`src/logic/t2f_defs.svh`:
```
// Constants of the T2 M-frame framer: frame geometry and fixed overhead values.
`ifndef T2F_DEFS_SVH
`define T2F_DEFS_SVH

`define T2F_LAST_BIT 6'h30
`define T2F_LAST_BLK 3'h5
`define T2F_LAST_SUB 2'h3

`define T2F_BLK_M  3'h0
`define T2F_BLK_C1 3'h1
`define T2F_BLK_F1 3'h2
`define T2F_BLK_C2 3'h3
`define T2F_BLK_C3 3'h4
`define T2F_BLK_F2 3'h5
`define T2F_BLK_STUFF 3'h5

`define T2F_M1_VAL 1'b0
`define T2F_M2_VAL 1'b1
`define T2F_M3_VAL 1'b1
`define T2F_F1_VAL 1'b0
`define T2F_F2_VAL 1'b1
`define T2F_STUFF_VAL 1'b0

`define T2F_FIND_CNT 8
`define T2F_M_FIND_CNT 3
`define T2F_LOSS_CNT 3
`define T2F_M_MISS_CNT 4

`endif

```
`src/logic/t2f_pkg.sv`:
```
// Types shared by the T2 M-frame framer modules.
`default_nettype none
package t2f_pkg;
  typedef logic [5:0] t2f_bit_t;
  typedef logic [2:0] t2f_blk_t;
  typedef logic [1:0] t2f_sub_t;
  typedef enum logic [1:0] {
    T2F_HUNT,
    T2F_MSYNC,
    T2F_SYNC
  } t2f_align_state_t;
endpackage
`default_nettype wire

```
`src/logic/t2f_rx_align.sv`:
```
// Receive alignment: finds F and M patterns and tracks the bit position.
`timescale 1ns/10ps
`default_nettype none
`include "t2f_defs.svh"
module t2f_rx_align #(
  parameter int FIND_CNT   = `T2F_FIND_CNT,
  parameter int M_FIND_CNT = `T2F_M_FIND_CNT,
  parameter int LOSS_CNT   = `T2F_LOSS_CNT
) (
  input  wire logic          clk_i,
  input  wire logic          reset_i,
  input  wire logic          rx_data_i,
  output t2f_pkg::t2f_bit_t  bit_o,
  output t2f_pkg::t2f_blk_t  blk_o,
  output t2f_pkg::t2f_sub_t  sub_o,
  output logic               in_frame_o,
  output logic               lof_o
);
  t2f_pkg::t2f_align_state_t state_r;
  t2f_pkg::t2f_bit_t         bit_r;
  t2f_pkg::t2f_blk_t         blk_r;
  t2f_pkg::t2f_sub_t         sub_r;
  logic [7:0]                cnt_r;
  logic                      is_f;
  logic                      f_ok;
  logic                      is_m;
  logic                      m_ok;
  logic                      slip;
  logic                      give_up;
  logic [7:0]                miss_r;
  // A false lock on payload that mimics the F pattern never sees good M bits,
  // so too many M misses send the search back to hunting one bit later.
  localparam int M_MISS_CNT = `T2F_M_MISS_CNT;

  assign is_f = (bit_r == 6'h00) && (blk_r == `T2F_BLK_F1 || blk_r == `T2F_BLK_F2);
  assign f_ok = rx_data_i == ((blk_r == `T2F_BLK_F1) ? `T2F_F1_VAL : `T2F_F2_VAL);
  // The fourth subframe's M position carries the alarm bit, so it is never checked.
  assign is_m = (bit_r == 6'h00) && (blk_r == `T2F_BLK_M) && (sub_r != `T2F_LAST_SUB);
  assign m_ok = rx_data_i == ((sub_r == 2'h0) ? `T2F_M1_VAL :
                              (sub_r == 2'h1) ? `T2F_M2_VAL : `T2F_M3_VAL);
  // A failed F check while hunting holds the counter for one bit, sliding the guess.
  assign give_up = (state_r == t2f_pkg::T2F_MSYNC) && is_m && !m_ok &&
                   (miss_r == 8'(M_MISS_CNT - 1));
  assign slip = ((state_r == t2f_pkg::T2F_HUNT) && is_f && !f_ok) || give_up;

  always_ff @(posedge clk_i or posedge reset_i) begin
    if (reset_i) begin
      bit_r <= 6'h00;
      blk_r <= 3'h0;
    end else if (!slip) begin
      if (bit_r == `T2F_LAST_BIT) begin
        bit_r <= 6'h00;
        blk_r <= (blk_r == `T2F_LAST_BLK) ? 3'h0 : blk_r + 3'h1;
      end else begin
        bit_r <= bit_r + 6'h01;
      end
    end
  end

  always_ff @(posedge clk_i or posedge reset_i) begin
    if (reset_i) begin
      sub_r <= 2'h0;
    end else if (state_r == t2f_pkg::T2F_MSYNC && is_m && !m_ok) begin
      sub_r <= rx_data_i ? 2'h1 : 2'h0;
    end else if (!slip && bit_r == `T2F_LAST_BIT && blk_r == `T2F_LAST_BLK) begin
      sub_r <= sub_r + 2'h1;
    end
  end

  // Misses are counted only while looking for the M pattern.
  always_ff @(posedge clk_i or posedge reset_i) begin
    if (reset_i) begin
      miss_r <= 8'h00;
    end else if (state_r != t2f_pkg::T2F_MSYNC) begin
      miss_r <= 8'h00;
    end else if (is_m && !m_ok) begin
      miss_r <= miss_r + 8'h01;
    end
  end

  always_ff @(posedge clk_i or posedge reset_i) begin
    if (reset_i) begin
      state_r <= t2f_pkg::T2F_HUNT;
      cnt_r      <= 8'h00;
      lof_o      <= 1'b0;
      in_frame_o <= 1'b0;
    end else begin
      lof_o <= 1'b0;
      unique case (state_r)
        t2f_pkg::T2F_HUNT: begin
          if (is_f) begin
            if (!f_ok) begin
              cnt_r <= 8'h00;
            end else if (cnt_r == 8'(FIND_CNT - 1)) begin
              cnt_r   <= 8'h00;
              state_r <= t2f_pkg::T2F_MSYNC;
            end else begin
              cnt_r <= cnt_r + 8'h01;
            end
          end
        end
        t2f_pkg::T2F_MSYNC: begin
          if (is_f && !f_ok) begin
            cnt_r   <= 8'h00;
            state_r <= t2f_pkg::T2F_HUNT;
          end else if (is_m) begin
            if (!m_ok) begin
              cnt_r <= 8'h00;
              if (give_up) begin
                state_r <= t2f_pkg::T2F_HUNT;
              end
            end else if (cnt_r == 8'(M_FIND_CNT - 1)) begin
              cnt_r      <= 8'h00;
              state_r    <= t2f_pkg::T2F_SYNC;
              in_frame_o <= 1'b1;
            end else begin
              cnt_r <= cnt_r + 8'h01;
            end
          end
        end
        t2f_pkg::T2F_SYNC: begin
          if ((is_f && !f_ok) || (is_m && !m_ok)) begin
            if (cnt_r == 8'(LOSS_CNT - 1)) begin
              cnt_r   <= 8'h00;
              state_r    <= t2f_pkg::T2F_HUNT;
              lof_o      <= 1'b1;
              in_frame_o <= 1'b0;
            end else begin
              cnt_r <= cnt_r + 8'h01;
            end
          end else if (is_f) begin
            cnt_r <= 8'h00;
          end
        end
        default: begin
          state_r    <= t2f_pkg::T2F_HUNT;
          cnt_r      <= 8'h00;
          in_frame_o <= 1'b0;
        end
      endcase
    end
  end

  assign bit_o      = bit_r;
  assign blk_o      = blk_r;
  assign sub_o      = sub_r;
endmodule
`default_nettype wire

```
`src/logic/t2f_framer.sv`:
```
// T2 M-frame framer and deframer for four bit-interleaved T1 tributaries.
`timescale 1ns/10ps
`default_nettype none
`include "t2f_defs.svh"
module t2f_framer #(
  parameter int FIND_CNT   = `T2F_FIND_CNT,
  parameter int M_FIND_CNT = `T2F_M_FIND_CNT,
  parameter int LOSS_CNT   = `T2F_LOSS_CNT
) (
  input  wire logic       clk_i,
  input  wire logic       reset_i,
  input  wire logic [3:0] tx_trib_data_i,
  input  wire logic [3:0] tx_stuff_req_i,
  output logic            tx_data_o,
  output logic            tx_sof_o,
  output logic [3:0]      tx_take_o,
  input  wire logic       rx_data_i,
  output logic [3:0]      rx_trib_data_o,
  output logic [3:0]      rx_trib_valid_o,
  output logic [3:0]      rx_stuffed_o,
  output logic [3:0]      rx_loop_req_o,
  output logic            rx_in_frame_o,
  output logic            rx_lof_o,
  output logic            rx_remote_alarm_o
);
  t2f_pkg::t2f_bit_t tx_bit_r;
  t2f_pkg::t2f_blk_t tx_blk_r;
  t2f_pkg::t2f_sub_t tx_sub_r;
  logic              tx_stuff_r;
  logic [1:0]        tx_slot;
  logic              tx_data_nxt;
  logic [3:0]        tx_take_nxt;
  t2f_pkg::t2f_bit_t rx_bit;
  t2f_pkg::t2f_blk_t rx_blk;
  t2f_pkg::t2f_sub_t rx_sub;
  logic [1:0]        rx_slot;
  logic [1:0]        rx_c_r;
  logic              rx_stuff_r;
  logic              rx_vote;
  logic              rx_loop;
  logic              rx_is_stuff;
  logic              tx_at_stuff;
  logic              rx_at_stuff;

  // Transmit position: bit within block, block within subframe, subframe.
  // Reset parks it at frame start, so the first bit after release is M1.
  always_ff @(posedge clk_i or posedge reset_i) begin
    if (reset_i) begin
      tx_bit_r <= 6'h00;
      tx_blk_r <= 3'h0;
      tx_sub_r <= 2'h0;
    end else if (tx_bit_r == `T2F_LAST_BIT) begin
      tx_bit_r <= 6'h00;
      if (tx_blk_r == `T2F_LAST_BLK) begin
        tx_blk_r <= 3'h0;
        tx_sub_r <= tx_sub_r + 2'h1;
      end else begin
        tx_blk_r <= tx_blk_r + 3'h1;
      end
    end else begin
      tx_bit_r <= tx_bit_r + 6'h01;
    end
  end

  // The stuff request is taken at the M bit so C bits and stuff bit agree all subframe.
  // A request that changes later in the subframe waits for the next frame.
  always_ff @(posedge clk_i or posedge reset_i) begin
    if (reset_i) begin
      tx_stuff_r <= 1'b0;
    end else if (tx_bit_r == 6'h00 && tx_blk_r == `T2F_BLK_M) begin
      tx_stuff_r <= tx_stuff_req_i[tx_sub_r];
    end
  end

  // Payload bit p of a block belongs to tributary p mod 4; p is the bit count less one.
  assign tx_slot = tx_bit_r[1:0] - 2'h1;

  // The stuff bit is one fixed payload bit; matching the slot alone would also
  // hit every later bit of the same tributary in the stuff block.
  assign tx_at_stuff = (tx_blk_r == `T2F_BLK_STUFF) &&
                       (tx_bit_r == {4'h0, tx_sub_r} + 6'h01);

  always_comb begin
    tx_data_nxt = 1'b0;
    tx_take_nxt = 4'h0;
    // Each bit is worked out one cycle ahead and registered below.
    if (tx_bit_r == 6'h00) begin
      unique case (tx_blk_r)
        `T2F_BLK_M: begin
          unique case (tx_sub_r)
            2'h0: tx_data_nxt = `T2F_M1_VAL;
            2'h1: tx_data_nxt = `T2F_M2_VAL;
            2'h2: tx_data_nxt = `T2F_M3_VAL;
            // X reports this side's receiver state to the far end.
            2'h3: tx_data_nxt = rx_in_frame_o;
          endcase
        end
        `T2F_BLK_F1: tx_data_nxt = `T2F_F1_VAL;
        `T2F_BLK_F2: tx_data_nxt = `T2F_F2_VAL;
        `T2F_BLK_C1: tx_data_nxt = tx_stuff_r;
        `T2F_BLK_C2: tx_data_nxt = tx_stuff_r;
        `T2F_BLK_C3: tx_data_nxt = tx_stuff_r;
        default:     tx_data_nxt = 1'b0;
      endcase
    end else if (tx_at_stuff && tx_stuff_r) begin
      tx_data_nxt = `T2F_STUFF_VAL;
    end else begin
      // Tributaries two and four travel inverted.
      tx_data_nxt          = tx_trib_data_i[tx_slot] ^ tx_slot[0];
      tx_take_nxt[tx_slot] = 1'b1;
    end
  end

  // Every transmit output is registered, so the line sees one fixed cycle of latency.
  always_ff @(posedge clk_i or posedge reset_i) begin
    if (reset_i) begin
      tx_data_o <= 1'b0;
      tx_sof_o  <= 1'b0;
      tx_take_o <= 4'h0;
    end else begin
      tx_data_o <= tx_data_nxt;
      tx_sof_o  <= (tx_bit_r == 6'h00) && (tx_blk_r == 3'h0) && (tx_sub_r == 2'h0);
      tx_take_o <= tx_take_nxt;
    end
  end

  // The aligner alone judges the incoming frame; all receive decoding below
  // follows its bit, block and subframe count.
  t2f_rx_align #(
    .FIND_CNT   (FIND_CNT),
    .M_FIND_CNT (M_FIND_CNT),
    .LOSS_CNT   (LOSS_CNT)
  ) u_align (
    .clk_i      (clk_i),
    .reset_i    (reset_i),
    .rx_data_i  (rx_data_i),
    .bit_o      (rx_bit),
    .blk_o      (rx_blk),
    .sub_o      (rx_sub),
    .in_frame_o (rx_in_frame_o),
    .lof_o      (rx_lof_o)
  );

  // Receive slot numbering mirrors the transmit side.
  assign rx_slot = rx_bit[1:0] - 2'h1;
  // At C3 the first two C bits are held and the third is on the line.
  // A corrupted C1 or C2 is outvoted; a corrupted C3 after two equal C bits reads as a loopback code instead.
  assign rx_vote = (rx_c_r[0] & rx_c_r[1]) | (rx_c_r[0] & rx_data_i) |
                   (rx_c_r[1] & rx_data_i);
  assign rx_loop = (rx_c_r[0] == rx_c_r[1]) && (rx_data_i != rx_c_r[0]);
  // Only the one payload bit numbered by the subframe can be a stuff bit.
  assign rx_at_stuff = (rx_blk == `T2F_BLK_STUFF) &&
                       (rx_bit == {4'h0, rx_sub} + 6'h01);
  assign rx_is_stuff = rx_at_stuff && rx_stuff_r;

  // Received C bits and the stuff decision for the current subframe.
  always_ff @(posedge clk_i or posedge reset_i) begin
    if (reset_i) begin
      rx_c_r        <= 2'h0;
      rx_stuff_r    <= 1'b0;
      rx_loop_req_o <= 4'h0;
    end else begin
      rx_loop_req_o <= 4'h0;
      if (rx_bit == 6'h00) begin
        if (rx_blk == `T2F_BLK_M) begin
          // Clearing at the M bit keeps a stale decision out of the next stuff block.
          rx_stuff_r <= 1'b0;
        end else if (rx_blk == `T2F_BLK_C1) begin
          rx_c_r[0] <= rx_data_i;
        end else if (rx_blk == `T2F_BLK_C2) begin
          rx_c_r[1] <= rx_data_i;
        end else if (rx_blk == `T2F_BLK_C3) begin
          // A loopback code carries no stuff; the slot is kept as data.
          rx_stuff_r <= rx_vote && !rx_loop;
          rx_loop_req_o[rx_sub] <= rx_loop && rx_in_frame_o;
        end
      end
    end
  end

  // Payload demultiplex; nothing is delivered while out of frame.
  // Data holds between valid pulses; the pulse, not the level, marks a new bit.
  always_ff @(posedge clk_i or posedge reset_i) begin
    if (reset_i) begin
      rx_trib_data_o  <= 4'h0;
      rx_trib_valid_o <= 4'h0;
      rx_stuffed_o    <= 4'h0;
    end else begin
      rx_trib_valid_o <= 4'h0;
      rx_stuffed_o    <= 4'h0;
      if (rx_in_frame_o && rx_bit != 6'h00) begin
        if (rx_is_stuff) begin
          rx_stuffed_o[rx_slot] <= 1'b1;
        end else begin
          rx_trib_data_o[rx_slot]  <= rx_data_i ^ rx_slot[0];
          rx_trib_valid_o[rx_slot] <= 1'b1;
        end
      end
    end
  end

  // Far-end alarm: a received X bit of zero means the far end lost frame.
  // It is held low out of frame, since the X position is unknown then.
  always_ff @(posedge clk_i or posedge reset_i) begin
    if (reset_i) begin
      rx_remote_alarm_o <= 1'b0;
    end else if (!rx_in_frame_o) begin
      rx_remote_alarm_o <= 1'b0;
    end else if (rx_bit == 6'h00 && rx_blk == `T2F_BLK_M && rx_sub == `T2F_LAST_SUB) begin
      rx_remote_alarm_o <= ~rx_data_i;
    end
  end
endmodule
`default_nettype wire

```
`config.mk`:
```
export PLATFORM = sky130hd
export DESIGN_NAME = t2f_framer
export DESIGN_NICKNAME = d
export VERILOG_FILES = /design/src/logic/t2f_pkg.sv /design/src/logic/t2f_rx_align.sv /design/src/logic/t2f_framer.sv
export VERILOG_INCLUDE_DIRS = /design/src /design/src/logic
export SDC_FILE = /design/constraint.sdc
export NUM_CORES = 1
export LEC_CHECK = 0
export BUFFER_PORTS_ARGS = -buffer_cell sky130_fd_sc_hd__buf_2
export CORE_ASPECT_RATIO = 1.1
export CORE_UTILIZATION = 59
export CTS_CLUSTER_SIZE = 30
export DETAILED_ROUTE_END_ITERATION = 8
export HOLD_SLACK_MARGIN = 0.08
export PLACE_DENSITY = 0.86
export SLEW_MARGIN = 20
export SYNTH_ARGS = -nofsm -noshare
export SYNTH_HDL_FRONTEND = slang
export SYNTH_SLANG_ARGS = --single-unit
```
`constraint.sdc`:
```
create_clock -name clk_i -period 2.6 [get_ports clk_i]
set_input_delay 0.26 -clock clk_i [delete_from_list [all_inputs] [get_ports clk_i]]
set_output_delay 0.26 -clock clk_i [all_outputs]
set_load 0.005 [all_outputs]
```
Word-level counts from Yosys, hierarchy flattened:

Index checks and enable logic that the tools add are counted.

* bits in registers: 69
* output and inout bits: 25
* word-level logic and storage cells: 229
* bits of input ports: 11

* multiplexer cells: 74
* magnitude comparators: 7
* add/subtract/negate cells: 12
* bitwise gates (word level): 14
* eq/ne operators: 44
* reductions and logical operators: 55

Operator list (count)
* 8-bit two-way mux: 11
* 4-bit two-way mux: 11
* 1-bit logical AND: 26
* 1-bit two-way mux: 25
* 2-bit two-way mux: 12
* 8-bit one-hot mux with 3 select lines: 1
* 2-bit by 1-bit inequality test with 1-bit output (second input constant): 9
* 8-bit by 1-bit adder with 8-bit output (second input constant): 2
* 8-bit by 2-bit == test with 1-bit output (second input constant): 2
* 6-bit by 1-bit adder with 6-bit output (second input constant): 2
* 3-bit == test (second input constant): 4
* 6-bit by 3-bit == test with 1-bit output: 2
* 6-bit == test (second input constant): 2
* 6-bit zero test: 2
* 2-bit by 3-bit < comparator with 1-bit output (second input constant): 4
* 6-bit two-way mux: 2
* 2-bit inequality test (second input constant): 5
* 3-bit by 2-bit == test with 1-bit output (second input constant): 3
* 1-bit one-hot mux with 3 select lines: 3
* 2-bit == test (second input constant): 4
* 8-bit by 3-bit == test with 1-bit output (second input constant): 1
* 4-bit AND reduction: 2
* 8-bit AND reduction: 1
* 7-bit AND reduction: 1
* other kinds (33): 69

Longest topological paths before layout:

Gate-level depths: netlist (run 1).

* word-level depth: 12
* depth in mapped cells: 8
* gate-level depth less buffers: 7

By module:

A second synthesis (run 1) with hierarchy kept.

* cell total of the unflattened synthesis: 388
* area total of the unflattened synthesis: 3940.0 µm²

Modules (own cells, without submodules)
* t2f_rx_align: area each 1984.4 µm², times used 1, cells an instance 212, seq. area each 775.7 µm²
* t2f_framer: area each 1955.6 µm², times used 1, cells an instance 176, seq. area each 950.9 µm²

Least setup slack after synthesis (run 1):

OpenSTA, ideal clock, no wires.

* kind: reg2reg
* start point: register u_align.bit_r[0] (netlist: u_align.bit_o[0])
* end point: register u_align.bit_r[0] (netlist: u_align.bit_o[0])
* buffers on the path: 0
* cell stages (with the launch flop): 8
* setup slack: 262 ps
* clock period less this slack: 2338 ps
* library setup time: 125 ps
* arrival time: 2213 ps
* data required time: 2475 ps
* cell sequence: dfrtp_1 > inv_1 > ha_1 > or3b_2 > nor4_2 > nand4_1 > a21oi_1 > mux2_2

* longest elaborated chain between the ends: 7
* elaborated cells on any way between the ends: 13
* classes of those cells: add/sub: 1; eq/ne: 1; mux: 1; reduce/logical: 10

RTL lines
* from (decl): RTL line t2f_rx_align.sv:20 `t2f_pkg::t2f_bit_t bit_r;`
* from (signal assigned): RTL line t2f_rx_align.sv:55 `bit_r <= bit_r + 6'h01;`
* branches (longest 7 deep; another with 6-bit by 1-bit adder with 6-bit output)

Parallel ways; which one is timed is not known.
A chain may end at the register's enable or synchronous reset.

Worst setup path after layout (run 1):

* start point: register u_align.sub_r[0] (netlist: u_align.sub_o[0])
* end point: register u_align.cnt_r[6]

* longest elaborated chain between the ends: 8
* elaborated cells on any way between the ends: 16
* classes of those cells: eq/ne: 4; mux: 6; reduce/logical: 6

RTL lines
* from (decl): RTL line t2f_rx_align.sv:22 `t2f_pkg::t2f_sub_t sub_r;`
* from (signal assigned): RTL line t2f_rx_align.sv:64 `sub_r <= rx_data_i ? 2'h1 : 2'h0;`
* from (signal assigned): RTL line t2f_rx_align.sv:66 `sub_r <= sub_r + 2'h1;`
* 2-bit zero test: RTL line t2f_rx_align.sv:39 `` assign m_ok = rx_data_i == ((sub_r == 2'h0) ? `T2F_M1_VAL : ``
* 1-bit two-way mux (no line)
* 1-bit == test: RTL line t2f_rx_align.sv:39
* 1-bit zero test: RTL line t2f_rx_align.sv:122 `if ((is_f && !f_ok) || (is_m && !m_ok)) begin`
* 1-bit logical AND: RTL line t2f_rx_align.sv:122
* 1-bit logical OR: RTL line t2f_rx_align.sv:122
* 3-bit by 1-bit inequality test with 1-bit output (no line) / 8-bit two-way mux (equally long branches)
* 3-bit AND reduction (no line) / 8-bit one-hot mux with 3 select lines (equally long branches)
* to (signal assigned): RTL line t2f_rx_align.sv:98 `cnt_r <= cnt_r + 8'h01;`
* to (signal assigned): RTL line t2f_rx_align.sv:117 `cnt_r <= cnt_r + 8'h01;`
* to (signal assigned): RTL line t2f_rx_align.sv:129 `cnt_r <= cnt_r + 8'h01;`
* to (decl): RTL line t2f_rx_align.sv:23 `logic [7:0] cnt_r;`

Several ways; a longest one is shown, not always the timed one. The select of a mux whose other input is x is not followed.

==> impl_results.md, run 1 <==
- Worst clock skew: 12.2 ps
- Syn Inst Count: 370
- Sequential share of the synthesized area: 45.7%
- Die width: 78.3 um
- HP Class: input port to register
- CTS Buf Count: 9
- DP Wirelength: 5410 um
- Hold Path Cell Cnt: 4
- FFs w/ async S/R, synth: 100%
- Global Route Usage Sum: 24.7%
- Num rows: 30
- Fin nets: 446
- Mean post-synth cell area: 10.2 sq um
- First-pass GRT wire length: 12,700 um
- CP Class: register to register
- Max Root-Sink Buffers: 2
- Port Buffers: 35
- Hold violation total from the final report: 0
- DRC viols: 0
- Syn_nets: 403
- Die Area: 6730 sq um
- Initial Util: 61.0%
- Largest net degree at the start of global routing: 44
- Reg2Reg Depth: 7
- Area delta synth->final: 13.8%
- Initial antenna violation count: 0
- Fin. max-slew vios: 0
- Clock slew at reported path FFs: 90 ps
- Status: finished clean
- Post-synth EDFFs: 0
- Die Ht: 85.9 um
- Arrival time worst endpoint: 2740 ps
- RSZ-0062 raised after global routing: false
- VDD IR-drop max: 0.312 mV
- Most frequent cells in the layout: dfrtp_1 (69), buf_2 (35), nor2_1 (34)
- WL final: 7660 um
- Detailed Route Iter0 Violations: 139
- Number of global-route vias before repair: 2,861
- CP Capture Type: register
- Largest area contributor in the netlist: dfrtp_1
- Leakage: 1.94 nW
- N_diodes: 0
- GRT Residual Overflow: 0
- Met3 WL: 288 um
- Worst-Margin Slew: 573 ps
- Relative slew slack: 61.5%
- Fillers: 451
- Drt first pass iters: 4
- CTS H-Tree Depth: 3
- Vias post-DR: 2,927
- Top Layer Used: met4
- FF+latch count, synth: 69
- Routed Antenna Nets: 0
- Post-synthesis cell area: 3780 sq um
- Maxcap violations: 0
- Fraction of layout cells with a size suffix above 1: 19.6%
- Core area: 6190 sq um
- Num Clock Sinks: 69
- M1 wire length: 3260 um
- Max Fclk: 0.405 GHz
- Crit-path max FO: 5
- Ys flop type: dfrtp_1
- Critical Path RT: 2880 ps
- Worst-Skew Late Latency: 360 ps
- CTS tree: done
- Postcts setup bufs: 0
- Area contributors post-synth: dfrtp_1 (46%), ha_1 (7.3%), nor2_1 (3.4%)
- Most common cell after layout, fill and taps aside: dfrtp_1
- Gpl congestion: 0.831
- PD cells: 480 nW/um^2
- Pwr Total: 2.06 mW
- I/O pin total: 36
- Synthesis Warnings: 0
- Wire length on met2: 3930 um
- Final period utilization: 94.9%
- Root Driver: clkbuf_8
- Vias per cell: 5.88
- Routed wire length per instance: 15.4 um
- Setup violations, final: 0
- Setup crit start kind: register
- Share of the synthesized area in the top cell type: 45.7%
- Setup TNS: 0 ps
- Fin crit period: 2470 ps
- Synth cell types: 55
[per-stage QoR]
stage	utilization, %	hold WS [ps]	cells	instance area [sq um]	setup slack, ps
final	69.4	335	498	4300	132
after global routing	69.4	351	498	4300	34.7
after CTS	69.4	315	498	4300	71.9
after detailed placement	65.9	347	481	4080	112
after global placement	65.9	335	481	4080	210
after floorplan	-	442	370	3780	262
[cells by family after synthesis]
logic type	Yosys count	synth area share (%)
adder cells (fa/ha/maj)	22	7.28
flip-flops	69	45.7
multiplexers	18	5.43
AND/OR/NAND/NOR	151	21.8
XOR/XNOR	26	6.03
AO/OA/AOI/OAI	57	11.1
buffers and inverters	27	2.75
[area by class of cell]
cell class	count	area (sq um)	share of cell area [%]
Multi-Input combinational cell	274	1950	45.4
Sequential cell	69	1730	40.2
Timing Repair Buffer	44	258	6.00
Clock buffer	9	124	2.88
Tap cell	80	100	2.33
Clock inverter	7	82.6	1.92
Inverter	15	56.3	1.31
[power by group]
group	switching (mW)	internal (mW)	total (mW)
combinational	0.0387	0.0247	0.0634
sequential	0.00324	1.08	1.08
clock	0.462	0.457	0.920
[worst max-delay path, cell delays in order, from the launching register on]
cell	delay (ps)
dfrtp_1	450
inv_1	100
ha_1	250
or4_1	490
a211o_1	340
a2111oi_4	400
o21ai_2	170
o2bb2ai_1	180
[what timing repair did]
item	4_1_cts	5_1_grt
gates resized for setup	0	1
setup endpoints to repair	0	5
hold buffers	1	0
hold endpoints to repair	26	0
[path summary, 6_finish.rpt]
kind | from | endpoint | slack [ps]
setup / recovery | u_align.sub_o[0] | u_align.cnt_r[6] | 130
hold / removal | tx_trib_data_i[2] | tx_data_o | 330
setup reg to reg | u_align.sub_o[0] | u_align.cnt_r[6] | 130
hold reg to reg | rx_trib_data_o[3] | rx_trib_data_o[3] | 520
max in group asynchronous | reset_i | tx_blk_r[0] | 1480
min in group asynchronous | reset_i | rx_trib_data_o[0] | 490
[Yosys cell counts (all sizes together), types with 4 or more instances]
master and count:
nor3 6, nor2 34, and3 5, and2 13, xnor2 14, o2bb2ai 4, nand2b 4, inv 15
mux2 10, dfrtp 69, a21oi 7, clkbuf 10, mux2i 7, ha 22, xor2 12, nor4 6
nand3 22, nor2b 8, o21ai 19, nand4 7, nand2 23
[flip-flops by register name, summed over array words and instances, names as in the netlist, 3 cells and up]
| signal | flops |
|---|---|
| tx_take_o | 4 |
| rx_trib_data_o | 4 |
| rx_loop_req_o | 4 |
| rx_trib_valid_o | 4 |
| u_align.blk_o | 3 |
| tx_blk_r | 3 |
| u_align.cnt_r | 8 |
| u_align.miss_r | 8 |
| rx_stuffed_o | 4 |
| tx_bit_r | 6 |
| u_align.bit_o | 6 |
[layer usage]
| metal | GRT usage, % | vias up |
|---|---|---|
| met1 | 28.2 | 1449 |
| met5 | 0 | - |
| met2 | 42.3 | 65 |
| li1 | - | 1398 |
| met3 | 7.02 | 15 |
| met4 | 12.6 | 0 |
Power figures use the tool's default switching activity.
==> run 2, diff against run 1 <==
--- a/config.mk
+++ b/config.mk
@@ -8,12 +8,13 @@
 export LEC_CHECK = 0
 export BUFFER_PORTS_ARGS = -buffer_cell sky130_fd_sc_hd__buf_2
 export CORE_ASPECT_RATIO = 1.1
-export CORE_UTILIZATION = 59
+export CORE_UTILIZATION = 61
+export CTS_BUF_LIST = sky130_fd_sc_hd__clkbuf_4 sky130_fd_sc_hd__clkbuf_8
 export CTS_CLUSTER_SIZE = 30
 export DETAILED_ROUTE_END_ITERATION = 8
 export HOLD_SLACK_MARGIN = 0.08
-export PLACE_DENSITY = 0.86
-export SLEW_MARGIN = 20
+export PLACE_DENSITY = 0.89
+export SKIP_CTS_REPAIR_TIMING = 1
 export SYNTH_ARGS = -nofsm -noshare
 export SYNTH_HDL_FRONTEND = slang
 export SYNTH_SLANG_ARGS = --single-unit
==> run 2 against run 1 <==
Compared with the run above:
- critical path depth unchanged
- final cell count decreased by 0.60%
- sequential power about the same
- fmax decreased by 0.39%
- via count increased by 1.4%
- setup slack got worse by 9.7 ps
- clock skew decreased by 4.2 ps
- clock power increased by 9.8%
- combinational power increased by 0.6%
- utilization increased by 4.0 points
==> impl_results.md, run 2 (synthesis results as in run 1) <==
- Worst clock skew: 7.99 ps
- Vias per cell: 6.00
- Num rows: 29
- Num Clock Sinks: 69
- Max Fclk: 0.404 GHz
- I/O pin total: 36
- DRC viols: 0
- Status: finished clean
- Post-place setup slack: 120 ps
- Fin crit period: 2480 ps
- Area delta synth->final: 14.3%
- Fin. max-slew vios: 0
- Fin worst setup slack: 122 ps
- Maxcap violations: 0
- Max Root-Sink Buffers: 2
- Final period utilization: 95.3%
- HP Class: input port to register
- Setup TNS: 0 ps
- Clock slew at reported path FFs: 80 ps
- Largest regs: u_align.cnt_r x8, u_align.miss_r x8
- CP Class: register to register
- Hold violation total from the final report: 0
- Fillers: 398
- WL final: 8100 um
- Most frequent cells in the layout: dfrtp_1 (68), buf_2 (35), nor2_1 (34)
- Drt first pass iters: 4
- Arrival time worst endpoint: 2730 ps
- Number of global-route vias before repair: 2,966
- RSZ-0062 raised after global routing: false
- Critical Path RT: 2850 ps
- Vias post-DR: 2,969
- Die Ht: 84.5 um
- Initial antenna violation count: 0
- Core area: 5880 sq um
- Gpl congestion: 0.835
- Leakage: 1.95 nW
- PD cells: 498 nW/um^2
- CTS tree: done
- Setup violations, final: 0
- N_diodes: 0
- Setup crit start kind: register
- CTS Buf Count: 9
- Die Area: 6510 sq um
- Root Driver: clkbuf_8
- First-pass GRT wire length: 13,900 um
- Initial Util: 64.3%
- Routed wire length per instance: 16.4 um
- Fraction of layout cells with a size suffix above 1: 19.9%
- VDD IR-drop max: 0.411 mV
- Fin nets: 446
- CTS H-Tree Depth: 3
- CP Capture Type: register
- Routed Antenna Nets: 0
- DP Wirelength: 5770 um
- Relative slew slack: 53.3%
- Crit-path max FO: 6
- Die width: 77.0 um
- Detailed Route Iter0 Violations: 160
- Worst-Skew Late Latency: 360 ps
- GRT Residual Overflow: 0
- Most common cell after layout, fill and taps aside: dfrtp_1
- Worst-Margin Slew: 699 ps
- Port Buffers: 35
- Global Route Usage Sum: 27.7%
- Largest net degree at the start of global routing: 36
run 2: worst max-delay path, stage by stage, from the launching register on:
cell and delay (ps):
dfrtp_1 460, inv_1 160, ha_1 180, or3b_2 470, nor4_2 290, nand4_1 130, a21oi_1 310, mux2_2 370
run 2: final timing paths:
check	startpoint	to	slack, ps	cells past startpoint
max in group asynchronous	reset_i	u_align.sub_o[0]	1410	4
worst max-delay path	u_align.bit_o[1]	u_align.bit_o[1]	120	7
worst max register to register	u_align.bit_o[1]	u_align.bit_o[1]	120	7
worst min-delay path	tx_stuff_req_i[2]	tx_stuff_r	340	3
worst min register to register	rx_trib_data_o[3]	rx_trib_data_o[3]	510	1
min in group asynchronous	reset_i	tx_take_o[0]	550	3
run 2: report_power, final:
| part | switching (mW) | total (mW) | internal (mW) |
|---|---|---|---|
| sequential | 0.00326 | 1.08 | 1.08 |
| combinational | 0.0392 | 0.0638 | 0.0247 |
| clock | 0.450 | 1.01 | 0.556 |
run 2: per-layer routing:
metal	global-route usage [%]	up-vias	share of wire [%]
li1	-	1401	-
met1	31.8	1449	40
met2	49.4	103	54
met3	5.00	16	4.4
met4	13.6	0	2.1
met5	0	-	0
run 2: per-stage QoR:
step	hold WS (ps)	instance area [sq um]	utilization, %	power (mW)	instances
after floorplan	442	3780	-	1.14	370
after global placement	405	4080	69.3	1.16	478
after detailed placement	413	4080	69.3	1.17	478
after CTS	23.9	4300	73.2	2.16	494
after global routing	346	4320	73.5	2.22	495
final	340	4320	73.5	2.15	495
run 2: final cells by class:
cell class,instances,area [sq um],area share [%]
clock buffer,9,124,2.87
clock inverter,7,105,2.43
inverter,15,56.3,1.30
multi-input combinational,274,1950,45.2
sequential,69,1730,40.0
tap,77,96.3,2.23
timing repair buffer,44,258,5.97
